## config.mk

```make
export PLATFORM = sky130hd
export DESIGN_NAME = ccd_timing_register_bank
export DESIGN_NICKNAME = d
export VERILOG_FILES = /design/src/rtl/ccd_timing_pkg.sv /design/src/rtl/level_sync.sv /design/src/rtl/edge_pulse_gen.sv /design/src/rtl/ccd_timing_register_bank.sv
export SDC_FILE = /design/constraint.sdc
export NUM_CORES = 1
export LEC_CHECK = 0
export BUFFER_PORTS_ARGS = -buffer_cell sky130_fd_sc_hd__buf_4
export CELL_PAD_IN_SITES_DETAIL_PLACEMENT = 0
export CELL_PAD_IN_SITES_GLOBAL_PLACEMENT = 1
export CORE_ASPECT_RATIO = 2
export CORE_MARGIN = 2
export CORE_UTILIZATION = 40
export CTS_BUF_LIST = sky130_fd_sc_hd__clkbuf_16
export CTS_CLUSTER_DIAMETER = 30
export DETAILED_ROUTE_END_ITERATION = 6
export GPL_TIMING_DRIVEN = 0
export HOLD_SLACK_MARGIN = 0.15
export PLACE_DENSITY_LB_ADDON = 0.1
export SYNTH_ARGS = -nofsm -noshare
export SYNTH_HDL_FRONTEND = slang
export SYNTH_SLANG_ARGS = --single-unit
```

## constraint.sdc

```tcl
create_clock -name ref_clk -period 2.6 [get_ports ref_clk]
set_clock_uncertainty 0.05 [all_clocks]
set_input_delay 0.65 -clock ref_clk [delete_from_list [all_inputs] [get_ports ref_clk]]
set_output_delay 0.65 -clock ref_clk [all_outputs]
set_load 0.05 [all_outputs]
```

## src/rtl/ccd_timing_pkg.sv

```systemverilog
package ccd_timing_pkg;

  ////////////////////////////////////////////////////////////////////////////
  // Register map
  localparam int NUM_ADDR = 27;
  localparam logic [4:0] ADDR_BANK_SELECT = 5'h00;
  localparam logic [4:0] ADDR_FIRST_BANK_START = 5'h01;
  localparam logic [4:0] ADDR_SECOND_BANK_START = 5'h0E;
  localparam logic [4:0] ADDR_LAST = 5'h1A;
  localparam logic [4:0] ADDR_SEQ1_TOGGLE1_LOW_BYTE = 5'h07;
  localparam logic [4:0] ADDR_SEQ1_TOGGLE2_HIGH_NIBBLE = 5'h08;
  localparam logic [4:0] ADDR_SEQ1_TOGGLE2_LOW_BYTE = 5'h09;
  localparam logic [4:0] ADDR_SEQ2_TOGGLE1_HIGH_NIBBLE = 5'h0A;
  localparam logic [4:0] ADDR_SEQ2_TOGGLE1_LOW_BYTE = 5'h0B;
  localparam logic [4:0] ADDR_SEQ2_TOGGLE2_HIGH_NIBBLE = 5'h0C;
  localparam logic [4:0] ADDR_SEQ2_TOGGLE2_LOW_BYTE = 5'h0D;
  localparam logic [4:0] ADDR_GATE_AND_LAST_CLOCK_DRIVE_POLARITY = 5'h0E;
  localparam logic [4:0] ADDR_LAST_CLOCK_RISE_LOCATION = 5'h0F;
  localparam logic [4:0] ADDR_LAST_CLOCK_FALL_LOCATION = 5'h10;
  localparam logic [4:0] ADDR_GATE_RISE_LOCATION = 5'h11;
  localparam logic [4:0] ADDR_GATE_FALL_LOCATION = 5'h12;
  localparam logic [4:0] ADDR_HORIZONTAL_DRIVE_STRENGTH = 5'h13;
  localparam logic [4:0] ADDR_HORIZONTAL_RISE_LOCATION_POLARITY = 5'h14;
  localparam logic [4:0] ADDR_HORIZONTAL_FALL_LOCATION = 5'h15;
  localparam logic [4:0] ADDR_REFERENCE_SAMPLE_LOCATION = 5'h16;
  localparam logic [4:0] ADDR_DATA_SAMPLE_LOCATION = 5'h17;

  ////////////////////////////////////////////////////////////////////////////
  // Field positions
  localparam int BANK_SELECT_BIT = 7;
  localparam int GATE_DRIVE_LSB = 0;
  localparam int GATE_POLARITY_BIT = 3;
  localparam int LAST_CLOCK_DRIVE_LSB = 4;
  localparam int LAST_CLOCK_POLARITY_BIT = 7;
  localparam int EVEN_HORIZONTAL_DRIVE_LSB = 0;
  localparam int ODD_HORIZONTAL_DRIVE_LSB = 4;
  localparam int HORIZONTAL_POLARITY_BIT = 7;
  localparam int LOCATION_LSB = 0;
  localparam int NIBBLE_LSB = 0;

  ////////////////////////////////////////////////////////////////////////////
  // Values after reset, and bits that hold storage (others stay zero)
  localparam logic [7:0] RESET_VALUE [0:NUM_ADDR-1] = '{
    8'h00, 8'h00, 8'h00, 8'h00, 8'h00, 8'h00, 8'h00,
    8'h40, 8'h00, 8'h40, 8'h00, 8'h40, 8'h00, 8'h40,
    8'h33, 8'h00, 8'h18, 8'h00, 8'h18, 8'h77, 8'h00,
    8'h20, 8'h20, 8'h00, 8'h00, 8'h00, 8'h00};
  localparam logic [7:0] WRITE_MASK [0:NUM_ADDR-1] = '{
    8'h00, 8'h00, 8'h00, 8'h00, 8'h00, 8'h00, 8'h00,
    8'hFF, 8'h0F, 8'hFF, 8'h0F, 8'hFF, 8'h0F, 8'hFF,
    8'hFF, 8'h3F, 8'h3F, 8'h3F, 8'h3F, 8'hFF, 8'hBF,
    8'h3F, 8'h3F, 8'h3F, 8'h00, 8'h00, 8'h00};

  ////////////////////////////////////////////////////////////////////////////
  // Timing core
  localparam int STEPS_PER_PIXEL = 48;
  localparam int QUADRANT_SIZE = 12;
  localparam logic [5:0] LAST_STEP = 6'(STEPS_PER_PIXEL - 1);
  localparam int BITS_PER_WORD = 8;
  localparam logic [2:0] LAST_BIT = 3'(BITS_PER_WORD - 1);

  typedef enum logic {LINK_IDLE, LINK_SHIFT} link_state_t;

  typedef struct packed {
    logic gate_clock;
    logic last_clock;
    logic odd_horizontal_clocks;
    logic even_horizontal_clocks;
    logic reference_sample_clock;
    logic data_sample_clock;
  } timing_clocks_t;

  typedef struct packed {
    logic [2:0] gate_drive_strength;
    logic [2:0] last_clock_drive_strength;
    logic [3:0] odd_horizontal_drive;
    logic [3:0] even_horizontal_drive;
  } drive_settings_t;

  // Quadrant code to step: upper two bits pick a quadrant of twelve steps
  function automatic logic [5:0] code_to_step(input logic [5:0] code);
    code_to_step = 6'(6'(code[5:4]) * 6'(QUADRANT_SIZE) + 6'(code[3:0]));
  endfunction : code_to_step

endpackage : ccd_timing_pkg

```

## src/rtl/level_sync.sv

```systemverilog
`timescale 1ns/1ps
module level_sync #(
  // Reset to the pin's idle level so no false edge follows reset
  parameter logic IDLE_LEVEL = 1'b0
) (
  input wire logic ref_clk,
  input wire logic resetn,
  input wire logic async_in,
  output logic sync_out
);
  logic first_stage;
  logic next_first_stage;
  logic next_sync_out;

  always_comb begin
    next_first_stage = async_in;
    next_sync_out = first_stage;
  end

  always_ff @(posedge ref_clk or negedge resetn) begin
    if (!resetn) begin
      first_stage <= IDLE_LEVEL;
      sync_out <= IDLE_LEVEL;
    end else begin
      first_stage <= next_first_stage;
      sync_out <= next_sync_out;
    end
  end
endmodule : level_sync

```

## src/rtl/edge_pulse_gen.sv

```systemverilog
`timescale 1ns/1ps
module edge_pulse_gen (
  input wire logic ref_clk,
  input wire logic resetn,
  input wire logic [5:0] step,
  input wire logic [5:0] rise_code,
  input wire logic [5:0] fall_code,
  input wire logic invert,
  output logic level,
  output logic level_n
);
  logic raw;
  logic next_raw;
  logic next_level;
  logic next_level_n;

  always_comb begin
    next_raw = raw;
    // Rise wins when both edges land on one step
    if (step == ccd_timing_pkg::code_to_step(rise_code)) begin
      next_raw = 1'b1;
    end else if (step == ccd_timing_pkg::code_to_step(fall_code)) begin
      next_raw = 1'b0;
    end
    next_level = next_raw ^ invert;
    // Complement taken from the same term so the pair never overlaps
    next_level_n = ~next_level;
  end

  always_ff @(posedge ref_clk or negedge resetn) begin
    if (!resetn) begin
      raw <= 1'b0;
      level <= 1'b0;
      level_n <= 1'b1;
    end else begin
      raw <= next_raw;
      level <= next_level;
      level_n <= next_level_n;
    end
  end
endmodule : edge_pulse_gen

```

## src/rtl/ccd_timing_register_bank.sv

```systemverilog
`timescale 1ns/1ps
// Summary of operation
// Address 7 holds sequence 1 first toggle low byte, reset 0x40.
// Sequence 1 second toggle: nibble at 8, byte at 9, reset bit 6.
// Sequence 2 first toggle: nibble at 10, byte at 11, reset bit 6.
// Sequence 2 second toggle: nibble at 12, byte at 13, reset bit 6.
// Address 14 bits 2:0 gate drive, reset 3; bit 3 inverts gate.
// Address 14 bits 6:4 last clock drive, reset 3; bit 7 inverts.
// Last clock rise at 15 reset 0, fall at 16 reset 24.
// Gate rise at 17 reset 0, fall at 18 reset 24.
// Address 19 bits 3:0 even horizontal drive, reset 7, zero off.
// Address 19 bits 7:4 odd horizontal drive, reset 7, zero off.
// Address 20 bits 5:0 horizontal rise, reset 0; bit 6 unused.
// Address 20 bit 7 odd polarity; even outputs always opposite.
// Address 21 holds horizontal fall location, reset 32.
// Reference sample at 22 reset 32; data sample at 23 reset 0.
// Locations are quadrant codes of twelve; host writes valid codes only.
// Each pixel period is split into 48 equal steps.
// A burst's bytes all take effect on the load strobe's rising edge.
// Host writes zero to test fields; device ignores unused bits.
// Every byte resets to its default; unused bits read zero.
module ccd_timing_register_bank (
  input wire logic ref_clk,
  input wire logic resetn,
  input wire logic serial_clock,
  input wire logic serial_data,
  input wire logic serial_load_strobe,
  output ccd_timing_pkg::timing_clocks_t clocks,
  output ccd_timing_pkg::drive_settings_t drives,
  output logic gate_polarity,
  output logic last_clock_polarity,
  output logic horizontal_polarity,
  output logic [7:0] seq1_blank_toggle_first_position_low,
  output logic [11:0] seq1_blank_toggle_second_position,
  output logic [11:0] seq2_blank_toggle_first_position,
  output logic [11:0] seq2_blank_toggle_second_position,
  output logic [5:0] pixel_step,
  output logic bank_select
);

  ////////////////////////////////////////////////////////////////////////////
  // Pin synchronisers
  logic sck_sync;
  logic sdi_sync;
  logic sl_sync;

  level_sync sck_sync_inst (
    .ref_clk(ref_clk),
    .resetn(resetn),
    .async_in(serial_clock),
    .sync_out(sck_sync)
  );

  level_sync sdi_sync_inst (
    .ref_clk(ref_clk),
    .resetn(resetn),
    .async_in(serial_data),
    .sync_out(sdi_sync)
  );

  // Strobe idles high; a low reset value would fake a burst start
  level_sync #(
    .IDLE_LEVEL(1'b1)
  ) sl_sync_inst (
    .ref_clk(ref_clk),
    .resetn(resetn),
    .async_in(serial_load_strobe),
    .sync_out(sl_sync)
  );

  ////////////////////////////////////////////////////////////////////////////
  // Serial word capture into a staging copy
  ccd_timing_pkg::link_state_t state;
  ccd_timing_pkg::link_state_t next_state;
  logic sck_prev;
  logic next_sck_prev;
  logic sl_prev;
  logic next_sl_prev;
  logic [7:0] shift;
  logic [7:0] next_shift;
  logic [2:0] bit_count;
  logic [2:0] next_bit_count;
  logic [4:0] word_addr;
  logic [4:0] next_word_addr;
  logic burst_bank;
  logic next_burst_bank;
  logic [7:0] staged [0:ccd_timing_pkg::NUM_ADDR-1];
  logic [7:0] next_staged [0:ccd_timing_pkg::NUM_ADDR-1];
  logic [ccd_timing_pkg::NUM_ADDR-1:0] pending;
  logic [ccd_timing_pkg::NUM_ADDR-1:0] next_pending;
  logic commit;
  logic [7:0] word_in;

  always_comb begin
    next_state = state;
    next_sck_prev = sck_sync;
    next_sl_prev = sl_sync;
    next_shift = shift;
    next_bit_count = bit_count;
    next_word_addr = word_addr;
    next_burst_bank = burst_bank;
    next_staged = staged;
    next_pending = pending;
    word_in = {sdi_sync, shift[7:1]};
    commit = 1'b0;
    case (state)
      ccd_timing_pkg::LINK_IDLE: begin
        next_bit_count = 3'h0;
        next_word_addr = ccd_timing_pkg::ADDR_BANK_SELECT;
        if (!sl_sync) begin
          next_state = ccd_timing_pkg::LINK_SHIFT;
        end
      end
      ccd_timing_pkg::LINK_SHIFT: begin
        if (sl_sync && !sl_prev) begin
          // Whole burst lands at once; half-shifted word is dropped
          commit = 1'b1;
          next_pending = '0;
          next_state = ccd_timing_pkg::LINK_IDLE;
        end else if (sck_sync && !sck_prev) begin
          // Least significant bit arrives first
          next_shift = word_in;
          next_bit_count = bit_count + 3'h1;
          if (bit_count == ccd_timing_pkg::LAST_BIT) begin
            if (word_addr <= ccd_timing_pkg::ADDR_LAST) begin
              next_staged[word_addr] = word_in & ccd_timing_pkg::WRITE_MASK[word_addr];
              next_pending[word_addr] = 1'b1;
            end
            if (word_addr == ccd_timing_pkg::ADDR_BANK_SELECT) begin
              next_burst_bank = word_in[ccd_timing_pkg::BANK_SELECT_BIT];
              next_word_addr = word_in[ccd_timing_pkg::BANK_SELECT_BIT] ?
                               ccd_timing_pkg::ADDR_SECOND_BANK_START :
                               ccd_timing_pkg::ADDR_FIRST_BANK_START;
            end else if (word_addr <= ccd_timing_pkg::ADDR_LAST) begin
              // Past the last address further words are ignored
              next_word_addr = word_addr + 5'h01;
            end
          end
        end
      end
      default: begin
        next_state = ccd_timing_pkg::LINK_IDLE;
      end
    endcase
  end

  always_ff @(posedge ref_clk or negedge resetn) begin
    if (!resetn) begin
      state <= ccd_timing_pkg::LINK_IDLE;
      sck_prev <= 1'b0;
      sl_prev <= 1'b1;
      shift <= 8'h00;
      bit_count <= 3'h0;
      word_addr <= 5'h00;
      burst_bank <= 1'b0;
      pending <= '0;
      for (int i = 0; i < ccd_timing_pkg::NUM_ADDR; i++) begin
        staged[i] <= 8'h00;
      end
    end else begin
      state <= next_state;
      sck_prev <= next_sck_prev;
      sl_prev <= next_sl_prev;
      shift <= next_shift;
      bit_count <= next_bit_count;
      word_addr <= next_word_addr;
      burst_bank <= next_burst_bank;
      pending <= next_pending;
      staged <= next_staged;
    end
  end

  ////////////////////////////////////////////////////////////////////////////
  // Live register file, updated only by a commit
  logic [7:0] regs [0:ccd_timing_pkg::NUM_ADDR-1];
  logic [7:0] next_regs [0:ccd_timing_pkg::NUM_ADDR-1];
  logic next_bank_select;

  always_comb begin
    next_regs = regs;
    next_bank_select = bank_select;
    if (commit) begin
      for (int i = 0; i < ccd_timing_pkg::NUM_ADDR; i++) begin
        if (pending[i]) begin
          next_regs[i] = staged[i];
        end
      end
      if (pending[ccd_timing_pkg::ADDR_BANK_SELECT]) begin
        next_bank_select = burst_bank;
      end
    end
  end

  always_ff @(posedge ref_clk or negedge resetn) begin
    if (!resetn) begin
      for (int i = 0; i < ccd_timing_pkg::NUM_ADDR; i++) begin
        regs[i] <= ccd_timing_pkg::RESET_VALUE[i];
      end
      bank_select <= 1'b0;
    end else begin
      regs <= next_regs;
      bank_select <= next_bank_select;
    end
  end

  // Register fields are flip-flops, so these outputs come straight from them
  assign seq1_blank_toggle_first_position_low =
    regs[ccd_timing_pkg::ADDR_SEQ1_TOGGLE1_LOW_BYTE];
  assign seq1_blank_toggle_second_position = {
    regs[ccd_timing_pkg::ADDR_SEQ1_TOGGLE2_HIGH_NIBBLE][ccd_timing_pkg::NIBBLE_LSB +: 4],
    regs[ccd_timing_pkg::ADDR_SEQ1_TOGGLE2_LOW_BYTE]};
  assign seq2_blank_toggle_first_position = {
    regs[ccd_timing_pkg::ADDR_SEQ2_TOGGLE1_HIGH_NIBBLE][ccd_timing_pkg::NIBBLE_LSB +: 4],
    regs[ccd_timing_pkg::ADDR_SEQ2_TOGGLE1_LOW_BYTE]};
  assign seq2_blank_toggle_second_position = {
    regs[ccd_timing_pkg::ADDR_SEQ2_TOGGLE2_HIGH_NIBBLE][ccd_timing_pkg::NIBBLE_LSB +: 4],
    regs[ccd_timing_pkg::ADDR_SEQ2_TOGGLE2_LOW_BYTE]};
  assign drives.gate_drive_strength =
    regs[ccd_timing_pkg::ADDR_GATE_AND_LAST_CLOCK_DRIVE_POLARITY]
        [ccd_timing_pkg::GATE_DRIVE_LSB +: 3];
  assign drives.last_clock_drive_strength =
    regs[ccd_timing_pkg::ADDR_GATE_AND_LAST_CLOCK_DRIVE_POLARITY]
        [ccd_timing_pkg::LAST_CLOCK_DRIVE_LSB +: 3];
  assign drives.even_horizontal_drive =
    regs[ccd_timing_pkg::ADDR_HORIZONTAL_DRIVE_STRENGTH]
        [ccd_timing_pkg::EVEN_HORIZONTAL_DRIVE_LSB +: 4];
  assign drives.odd_horizontal_drive =
    regs[ccd_timing_pkg::ADDR_HORIZONTAL_DRIVE_STRENGTH]
        [ccd_timing_pkg::ODD_HORIZONTAL_DRIVE_LSB +: 4];
  assign gate_polarity = regs[ccd_timing_pkg::ADDR_GATE_AND_LAST_CLOCK_DRIVE_POLARITY]
                             [ccd_timing_pkg::GATE_POLARITY_BIT];
  assign last_clock_polarity = regs[ccd_timing_pkg::ADDR_GATE_AND_LAST_CLOCK_DRIVE_POLARITY]
                                   [ccd_timing_pkg::LAST_CLOCK_POLARITY_BIT];
  assign horizontal_polarity = regs[ccd_timing_pkg::ADDR_HORIZONTAL_RISE_LOCATION_POLARITY]
                                   [ccd_timing_pkg::HORIZONTAL_POLARITY_BIT];

  ////////////////////////////////////////////////////////////////////////////
  // Pixel step counter and sample strobes
  logic [5:0] next_pixel_step;
  logic next_reference_sample;
  logic next_data_sample;
  logic reference_sample;
  logic data_sample;
  logic [5:0] reference_code;
  logic [5:0] data_code;

  assign reference_code = regs[ccd_timing_pkg::ADDR_REFERENCE_SAMPLE_LOCATION]
                              [ccd_timing_pkg::LOCATION_LSB +: 6];
  assign data_code = regs[ccd_timing_pkg::ADDR_DATA_SAMPLE_LOCATION]
                         [ccd_timing_pkg::LOCATION_LSB +: 6];

  always_comb begin
    // One pixel period spans 48 reference clocks in this model
    if (pixel_step == ccd_timing_pkg::LAST_STEP) begin
      next_pixel_step = 6'h00;
    end else begin
      next_pixel_step = pixel_step + 6'h01;
    end
    // Invalid codes (low nibble above 11) alias onto the next quadrant; in the last quadrant they never match
    next_reference_sample =
      (pixel_step == ccd_timing_pkg::code_to_step(reference_code));
    next_data_sample = (pixel_step == ccd_timing_pkg::code_to_step(data_code));
  end

  always_ff @(posedge ref_clk or negedge resetn) begin
    if (!resetn) begin
      pixel_step <= 6'h00;
      reference_sample <= 1'b0;
      data_sample <= 1'b0;
    end else begin
      pixel_step <= next_pixel_step;
      reference_sample <= next_reference_sample;
      data_sample <= next_data_sample;
    end
  end

  assign clocks.reference_sample_clock = reference_sample;
  assign clocks.data_sample_clock = data_sample;

  ////////////////////////////////////////////////////////////////////////////
  // Edge generators
  logic gate_level;
  logic last_level;
  logic odd_level;
  logic even_level;

  edge_pulse_gen gate_gen (
    .ref_clk(ref_clk),
    .resetn(resetn),
    .step(pixel_step),
    .rise_code(regs[ccd_timing_pkg::ADDR_GATE_RISE_LOCATION][5:0]),
    .fall_code(regs[ccd_timing_pkg::ADDR_GATE_FALL_LOCATION][5:0]),
    .invert(gate_polarity),
    .level(gate_level),
    .level_n()
  );

  edge_pulse_gen last_gen (
    .ref_clk(ref_clk),
    .resetn(resetn),
    .step(pixel_step),
    .rise_code(regs[ccd_timing_pkg::ADDR_LAST_CLOCK_RISE_LOCATION][5:0]),
    .fall_code(regs[ccd_timing_pkg::ADDR_LAST_CLOCK_FALL_LOCATION][5:0]),
    .invert(last_clock_polarity),
    .level(last_level),
    .level_n()
  );

  edge_pulse_gen horizontal_gen (
    .ref_clk(ref_clk),
    .resetn(resetn),
    .step(pixel_step),
    .rise_code(regs[ccd_timing_pkg::ADDR_HORIZONTAL_RISE_LOCATION_POLARITY][5:0]),
    .fall_code(regs[ccd_timing_pkg::ADDR_HORIZONTAL_FALL_LOCATION][5:0]),
    .invert(horizontal_polarity),
    .level(odd_level),
    .level_n(even_level)
  );

  assign clocks.gate_clock = gate_level;
  assign clocks.last_clock = last_level;
  assign clocks.odd_horizontal_clocks = odd_level;
  assign clocks.even_horizontal_clocks = even_level;

endmodule : ccd_timing_register_bank

```

# [Yosys cells after proc, flatten, opt, wreduce, memory -nomap -nowiden]
# Memory sizes are Yosys's and may differ from the RTL's.
# Index checks and enable logic that the tools add are counted.
# Widths: inputs -> output; s select.
[op_classes] n_addsub=11 mul=8 magnitude_cmp=5 n_eq_ne=14 mux=33 bitwise_logic=9 n_reduce_logical=34
[ops] cell="$bwmux 216" n=1
[ops] cell="$mux 27" n=4
[ops] cell="$add 6x4->6" n=8
[ops] cell="$eq 6x6->1" n=8
[ops] cell="$demux 8 s5" n=1
[ops] cell="$reduce_and 2->1" n=19
[ops] cell="$mul 2x2->4 const B" n=8
[ops] cell="$or 27x27->27" n=1
[ops] cell="$mux 5" n=5
[ops] cell="$mux 8" n=3
[ops] cell="$mux 1" n=11
[ops] cell="$pmux 5 s2" n=1
[ops] cell="$reduce_and 5->1" n=2
[ops] cell="$and 8x8->8" n=1
[ops] cell="$reduce_and 4->1" n=2
[ops] cell="$add 6x1->6 const B" n=1
[ops] cell="$eq 6x6->1 const B" n=1
[ops] cell="$ge 6x6->1 const B" n=1
[ops] cell="$lt 5x6->1 const B" n=1
[ops] cell="$lt 6x1->1 const B" n=1
[ops] cell="$mux 3" n=2
[ops] cell="$mux 6" n=1
[ops] cell="$not 5->6" n=1
[ops] cell="$pmux 3 s2" n=1
[ops] cell="other kinds (18)" n=29
[totals] register_bits=395 mem_bits_ro=256 input_bits=5 out_inout_bits=74 n_memories=1
[memory_table] name="(no name shown)" depth=32 word_bits=8 read_ports=1 rd_ports_with_merged_regs=0 write_ports=0 line="ccd_timing_register_bank.sv:126" source="next_staged[word_addr] = word_in & ccd_timing_pkg::WRITE_MASK[word_addr];"

# [Logic depth before layout (Yosys ltp)]
[logic_depth] depth_word=9 ltp_mapped=9

# [Modules after synthesis]
# Synthesis repeated with hierarchy kept, for this count alone.
[unflattened] hier_cells=927 hier_area_um2=12784.8
[modules_own_cells] mod="ccd_timing_register_bank" instances=1 cells_each=788 area_per_inst_um2=11230.8 seq_area_each_um2=6632.6
[modules_own_cells] mod="edge_pulse_gen (gate_gen ...)" instances=2 cells_each=44 area_per_inst_um2=471.7 seq_area_each_um2=76.3
[modules_own_cells] mod="edge_pulse_gen (last_gen)" instances=1 cells_each=45 area_per_inst_um2=457.9 seq_area_each_um2=76.3
[modules_own_cells] mod="level_sync (sck_sync_inst ...)" instances=2 cells_each=2 area_per_inst_um2=50.0 seq_area_each_um2=50.0
[modules_own_cells] mod="level_sync (sl_sync_inst)" instances=1 cells_each=2 area_per_inst_um2=52.6 seq_area_each_um2=52.6

# [Worst setup path before layout]
# No wires, ideal clock.
[synth_timing] kind="reg2reg" from="register regs[84] in the netlist's numbering" to="register last_gen.level" t_arrival_ns=2.249 t_required_ns=2.406 slack_ns=0.157 stages_incl_launch_ff=10 path_cell_list="dfstp_2 inv_1 ha_1 inv_1 fa_1 xor2_1 nor4_1 o211ai_1 a32o_1 xor2_1"
[synth_via] elab_chain_cells=6
[synth_lines] element="from (decl)" line="ccd_timing_register_bank.sv:175" source="logic [7:0] regs [0:ccd_timing_pkg::NUM_ADDR-1];"
[synth_lines] element="from (signal, indexed assignment)" line="ccd_timing_register_bank.sv:197" source="regs[i] <= ccd_timing_pkg::RESET_VALUE[i];"
[synth_lines] element="from (signal assigned)" line="ccd_timing_register_bank.sv:201" source="regs <= next_regs;"
[synth_lines] element="$mul 2x2->4" line="ccd_timing_pkg.sv:82" source="code_to_step = 6'(6'(code[5:4]) * 6'(QUADRANT_SIZE) + 6'(code[3:0]));"
[synth_lines] element="$add 6x4->6" line="ccd_timing_pkg.sv:82"
[synth_lines] element="$eq 6x6->1" line="edge_pulse_gen.sv:22" source="end else if (step == ccd_timing_pkg::code_to_step(fall_code)) begin"
[synth_lines] element="$mux 1" line="edge_pulse_gen.sv:22"
[synth_lines] element="$mux 1" line="edge_pulse_gen.sv:20" source="if (step == ccd_timing_pkg::code_to_step(rise_code)) begin"
[synth_lines] element="named net last_gen.next_raw" line="edge_pulse_gen.sv:13" source="logic next_raw;"
[synth_lines] element="$xor 1x1->1" line="edge_pulse_gen.sv:25" source="next_level = next_raw ^ invert;"
[synth_lines] element="named net last_gen.next_level" line="edge_pulse_gen.sv:14" source="logic next_level;"
[synth_lines] element="to (signal assigned)" line="edge_pulse_gen.sv:37" source="level <= next_level;"
[synth_lines] element="to (decl)" line="edge_pulse_gen.sv:9" source="output logic level,"
# The timed path passes the listed nets, and every way through them passes these cells.
# A chain may end at the register's enable or synchronous reset.

# [Final worst setup path]
# Ends and elaborated chain as after synthesis.

==> impl_results.md <==
* Status: completed
* Crit path max fanout at 2
* Tot GR Track Use at 18.1%
* Crit path buffers/inverters at 2
* Die footprint at 32300 µm²
* Grt ovf at 0
* Worst rel slew slack at 28.8%
* Top cells by count, synth: dfrtp_1, mux2_2, ha_1
* M1 WL at 10700 µm
* Die X-Extent at 128 µm
* Fmax at 386 MHz
* Syn Std Cell Area at 12300 µm²
* Max stage delay on crit path at 530 ps
* DRC Markers at 0
* Leakage at 7.70 nW
* Reg2Reg Depth at 9
* R2R Setup Slk at 7 ps
* RD Place Congestion at 0.754
* Largest net degree at the start of global routing at 108
* Critical path data required time at 2960 ps
* FF-to-FF End: last_gen.level
* FP Rows at 90
* Initial antenna violation count at 0
* Worst hold slack at 184 ps
* Skew-Pair Late Insertion Delay at 530 ps
* # Max-Cap Violations at 0
* Dpl cells at 1317
* 1st-pass router iterations at 4
* Crit-path cells: inv_2, ha_4, inv_2, fa_1, xor2_1, nor4_2, o211ai_1, a32o_2, xor2_1
* CTS sink count at 277
* FF/Latch Area at 6960 µm²
* Starting Density at 40.8%
* Unrepaired setup endpoints after global routing: yes
* Async S/R FF share, synth at 100%
* H-tree depth at 2
* Worst Hold Depth at 1
* Number of global-route vias before repair at 7415
* Post-DP HPWL at 19500 µm
* WHS Endpoint: sdi_sync_inst.first_stage
* Maximum vdd ir drop at 0.468 mV
* Highest-delay cell along the critical path: dfstp_2
* Largest cells by area after synthesis: dfrtp_1, mux2_2, dfstp_2
* Final ANT Viol Nets at 0
* IO buf count at 78
* Vias/cell at 5.07
* Post-synth EDFFs at 0
* TritonCTS Buffers at 37
* Distinct cell type count after synthesis at 50
* Fin cells at 1384
* # IOs at 79
* Synth warn at 0
* Largest area contributor in the netlist: dfrtp_1
* Core area at 30200 µm²
* Slew @ Worst Pin at 1070 ps
* Multi-input logic area at 5130 µm²
* Clk buf depth at 3
* Pwr/cell area at 661 nW/µm²
* Share of cells above drive strength 1 at 45.4%
* Vias at 7013
* Hold Path Class: in -> reg
* Highest routing layer actually used: met4
* Levels on crit path at 9
* Post-Syn Instances at 869
* Syn_nets at 923
* Top delay family on crit path: adder cells
* Crit end category: flop
* Mean post-synth cell area at 14.2 µm²
* Nets at 1042
* Fin. Hold Viols at 0
* Slew Viols, Final at 0
* Final wirelength at 27900 µm
* Synth top area share at 51.4%
* FF-to-FF Start: regs[84]
* Setup-failing EPs final at 0
* Synth Flop Type: dfrtp_1
* First-pass GRT wire length at 43900 µm
* CTS tree: built
* Most common cell in the netlist: dfrtp_1
* Die Y at 252 µm
* Period utilization at 99.7%
* CP Launch Type: flop
* Initial DRC count at 272
* Min-delay src: serial_data
* Crit Path Class: reg -> reg
* Worst EP arrival at 2950 ps
* Area grow syn2layout at 20.1%
* Register area share after synthesis at 56.6%
* Root buf cell: clkbuf_16
* ANT cells at 0
* WL met3 at 701 µm
* Post-route minimum period at 2590 ps
* Wire per inst at 20.1 µm
* Post-synthesis register bit count at 277
* Met2 wire length at 15700 µm
* Filler Cell Count at 2766
* Worst-path clk slew at 60 ps
==> per-stage QoR <==
step                utilization [%]  power, mW  TNS, ps  setup slack (ps)  instance area [µm²]
finish                         49.0       9.78        0              6.71                14800
global placement               44.2       4.67  -445370             -1610                13400
floorplan                         -       4.55        0               157                12300
CTS                            48.9       9.94    -90.7             -90.7                14800
global route                   49.0       10.1    -1540              -104                14800
detailed placement             44.4       4.68   -36380             -1000                13400
==> cells in the final DEF (no fill, tap or decap), types with 7 or more instances in the layout <==
cell type and n:
dfrtp_1 253, mux2_2 212, buf_4 96, ha_1 39
clkbuf_16 39, xor2_1 37, nor2_1 32, xnor2_1 30
nand2_1 27, dfstp_2 24, inv_1 22, a21oi_1 19
mux2_4 16, a31oi_1 11, buf_2 8, fa_1 8
nor2b_1 7, inv_6 7
==> repair_timing <==
action,4_1_cts,5_1_grt
resized for setup,36,6
hold endpoints to repair,70,0
setup endpoints to repair,79,52
gates cloned,0,0
pin swaps,9,7
setup buffers,1,2
hold buffers,1,0
==> how the worst max path moves through the flow <==
stage                            start        endpoint
after floorplan               regs[84]  last_gen.level
after global placement          resetn     staged[110]
after detailed placement  word_addr[0]     staged[107]
after CTS                     regs[84]  last_gen.level
after global routing      bit_count[0]      staged[65]
final                         regs[84]  last_gen.level
==> metal layers <==
layer	GRT usage, %	vias up
met5	0	-
met4	6.03	0
met3	2.67	46
met2	33.6	87
met1	20.9	3609
li1	-	3271
==> layout make-up <==
type / count / share of cell area (%)
sequential: 277 / 47.1
inverter: 23 / 0.584
multi-input combinational: 536 / 34.7
clock buffer: 39 / 6.60
buffer: 29 / 1.31
tap: 368 / 3.12
clock inverter: 28 / 1.98
timing repair buffer: 84 / 4.61
==> where the power goes <==
part	total, mW	internal [mW]	switching (mW)	leakage [nW]
clock	5.18	3.18	2.00	0.636
sequential	4.41	4.38	0.0343	3.71
combinational	0.189	0.0660	0.123	3.35
total	9.78	7.62	2.16	7.70
==> cells by family after synthesis <==
kind of cell	after synthesis	share of synthesized area [%]
flops	277	56.6
mux	232	21.7
simple gates	133	6.45
xor+xnor	67	4.77
buf+inv	56	2.24
compound gates	55	2.83
fa+ha+maj	49	5.47
==> flip-flops by register name, indices dropped and copies added, names as in the netlist, 8 cells and up <==
register                              count
seq1_blank_toggle_second_position        12
staged                                  109
drives                                   14
seq1_blank_toggle_first_position_low      8
seq2_blank_toggle_second_position        12
seq2_blank_toggle_first_position         12
pending                                  18
regs                                     36
No activity file was read; power rests on OpenSTA's default activity.
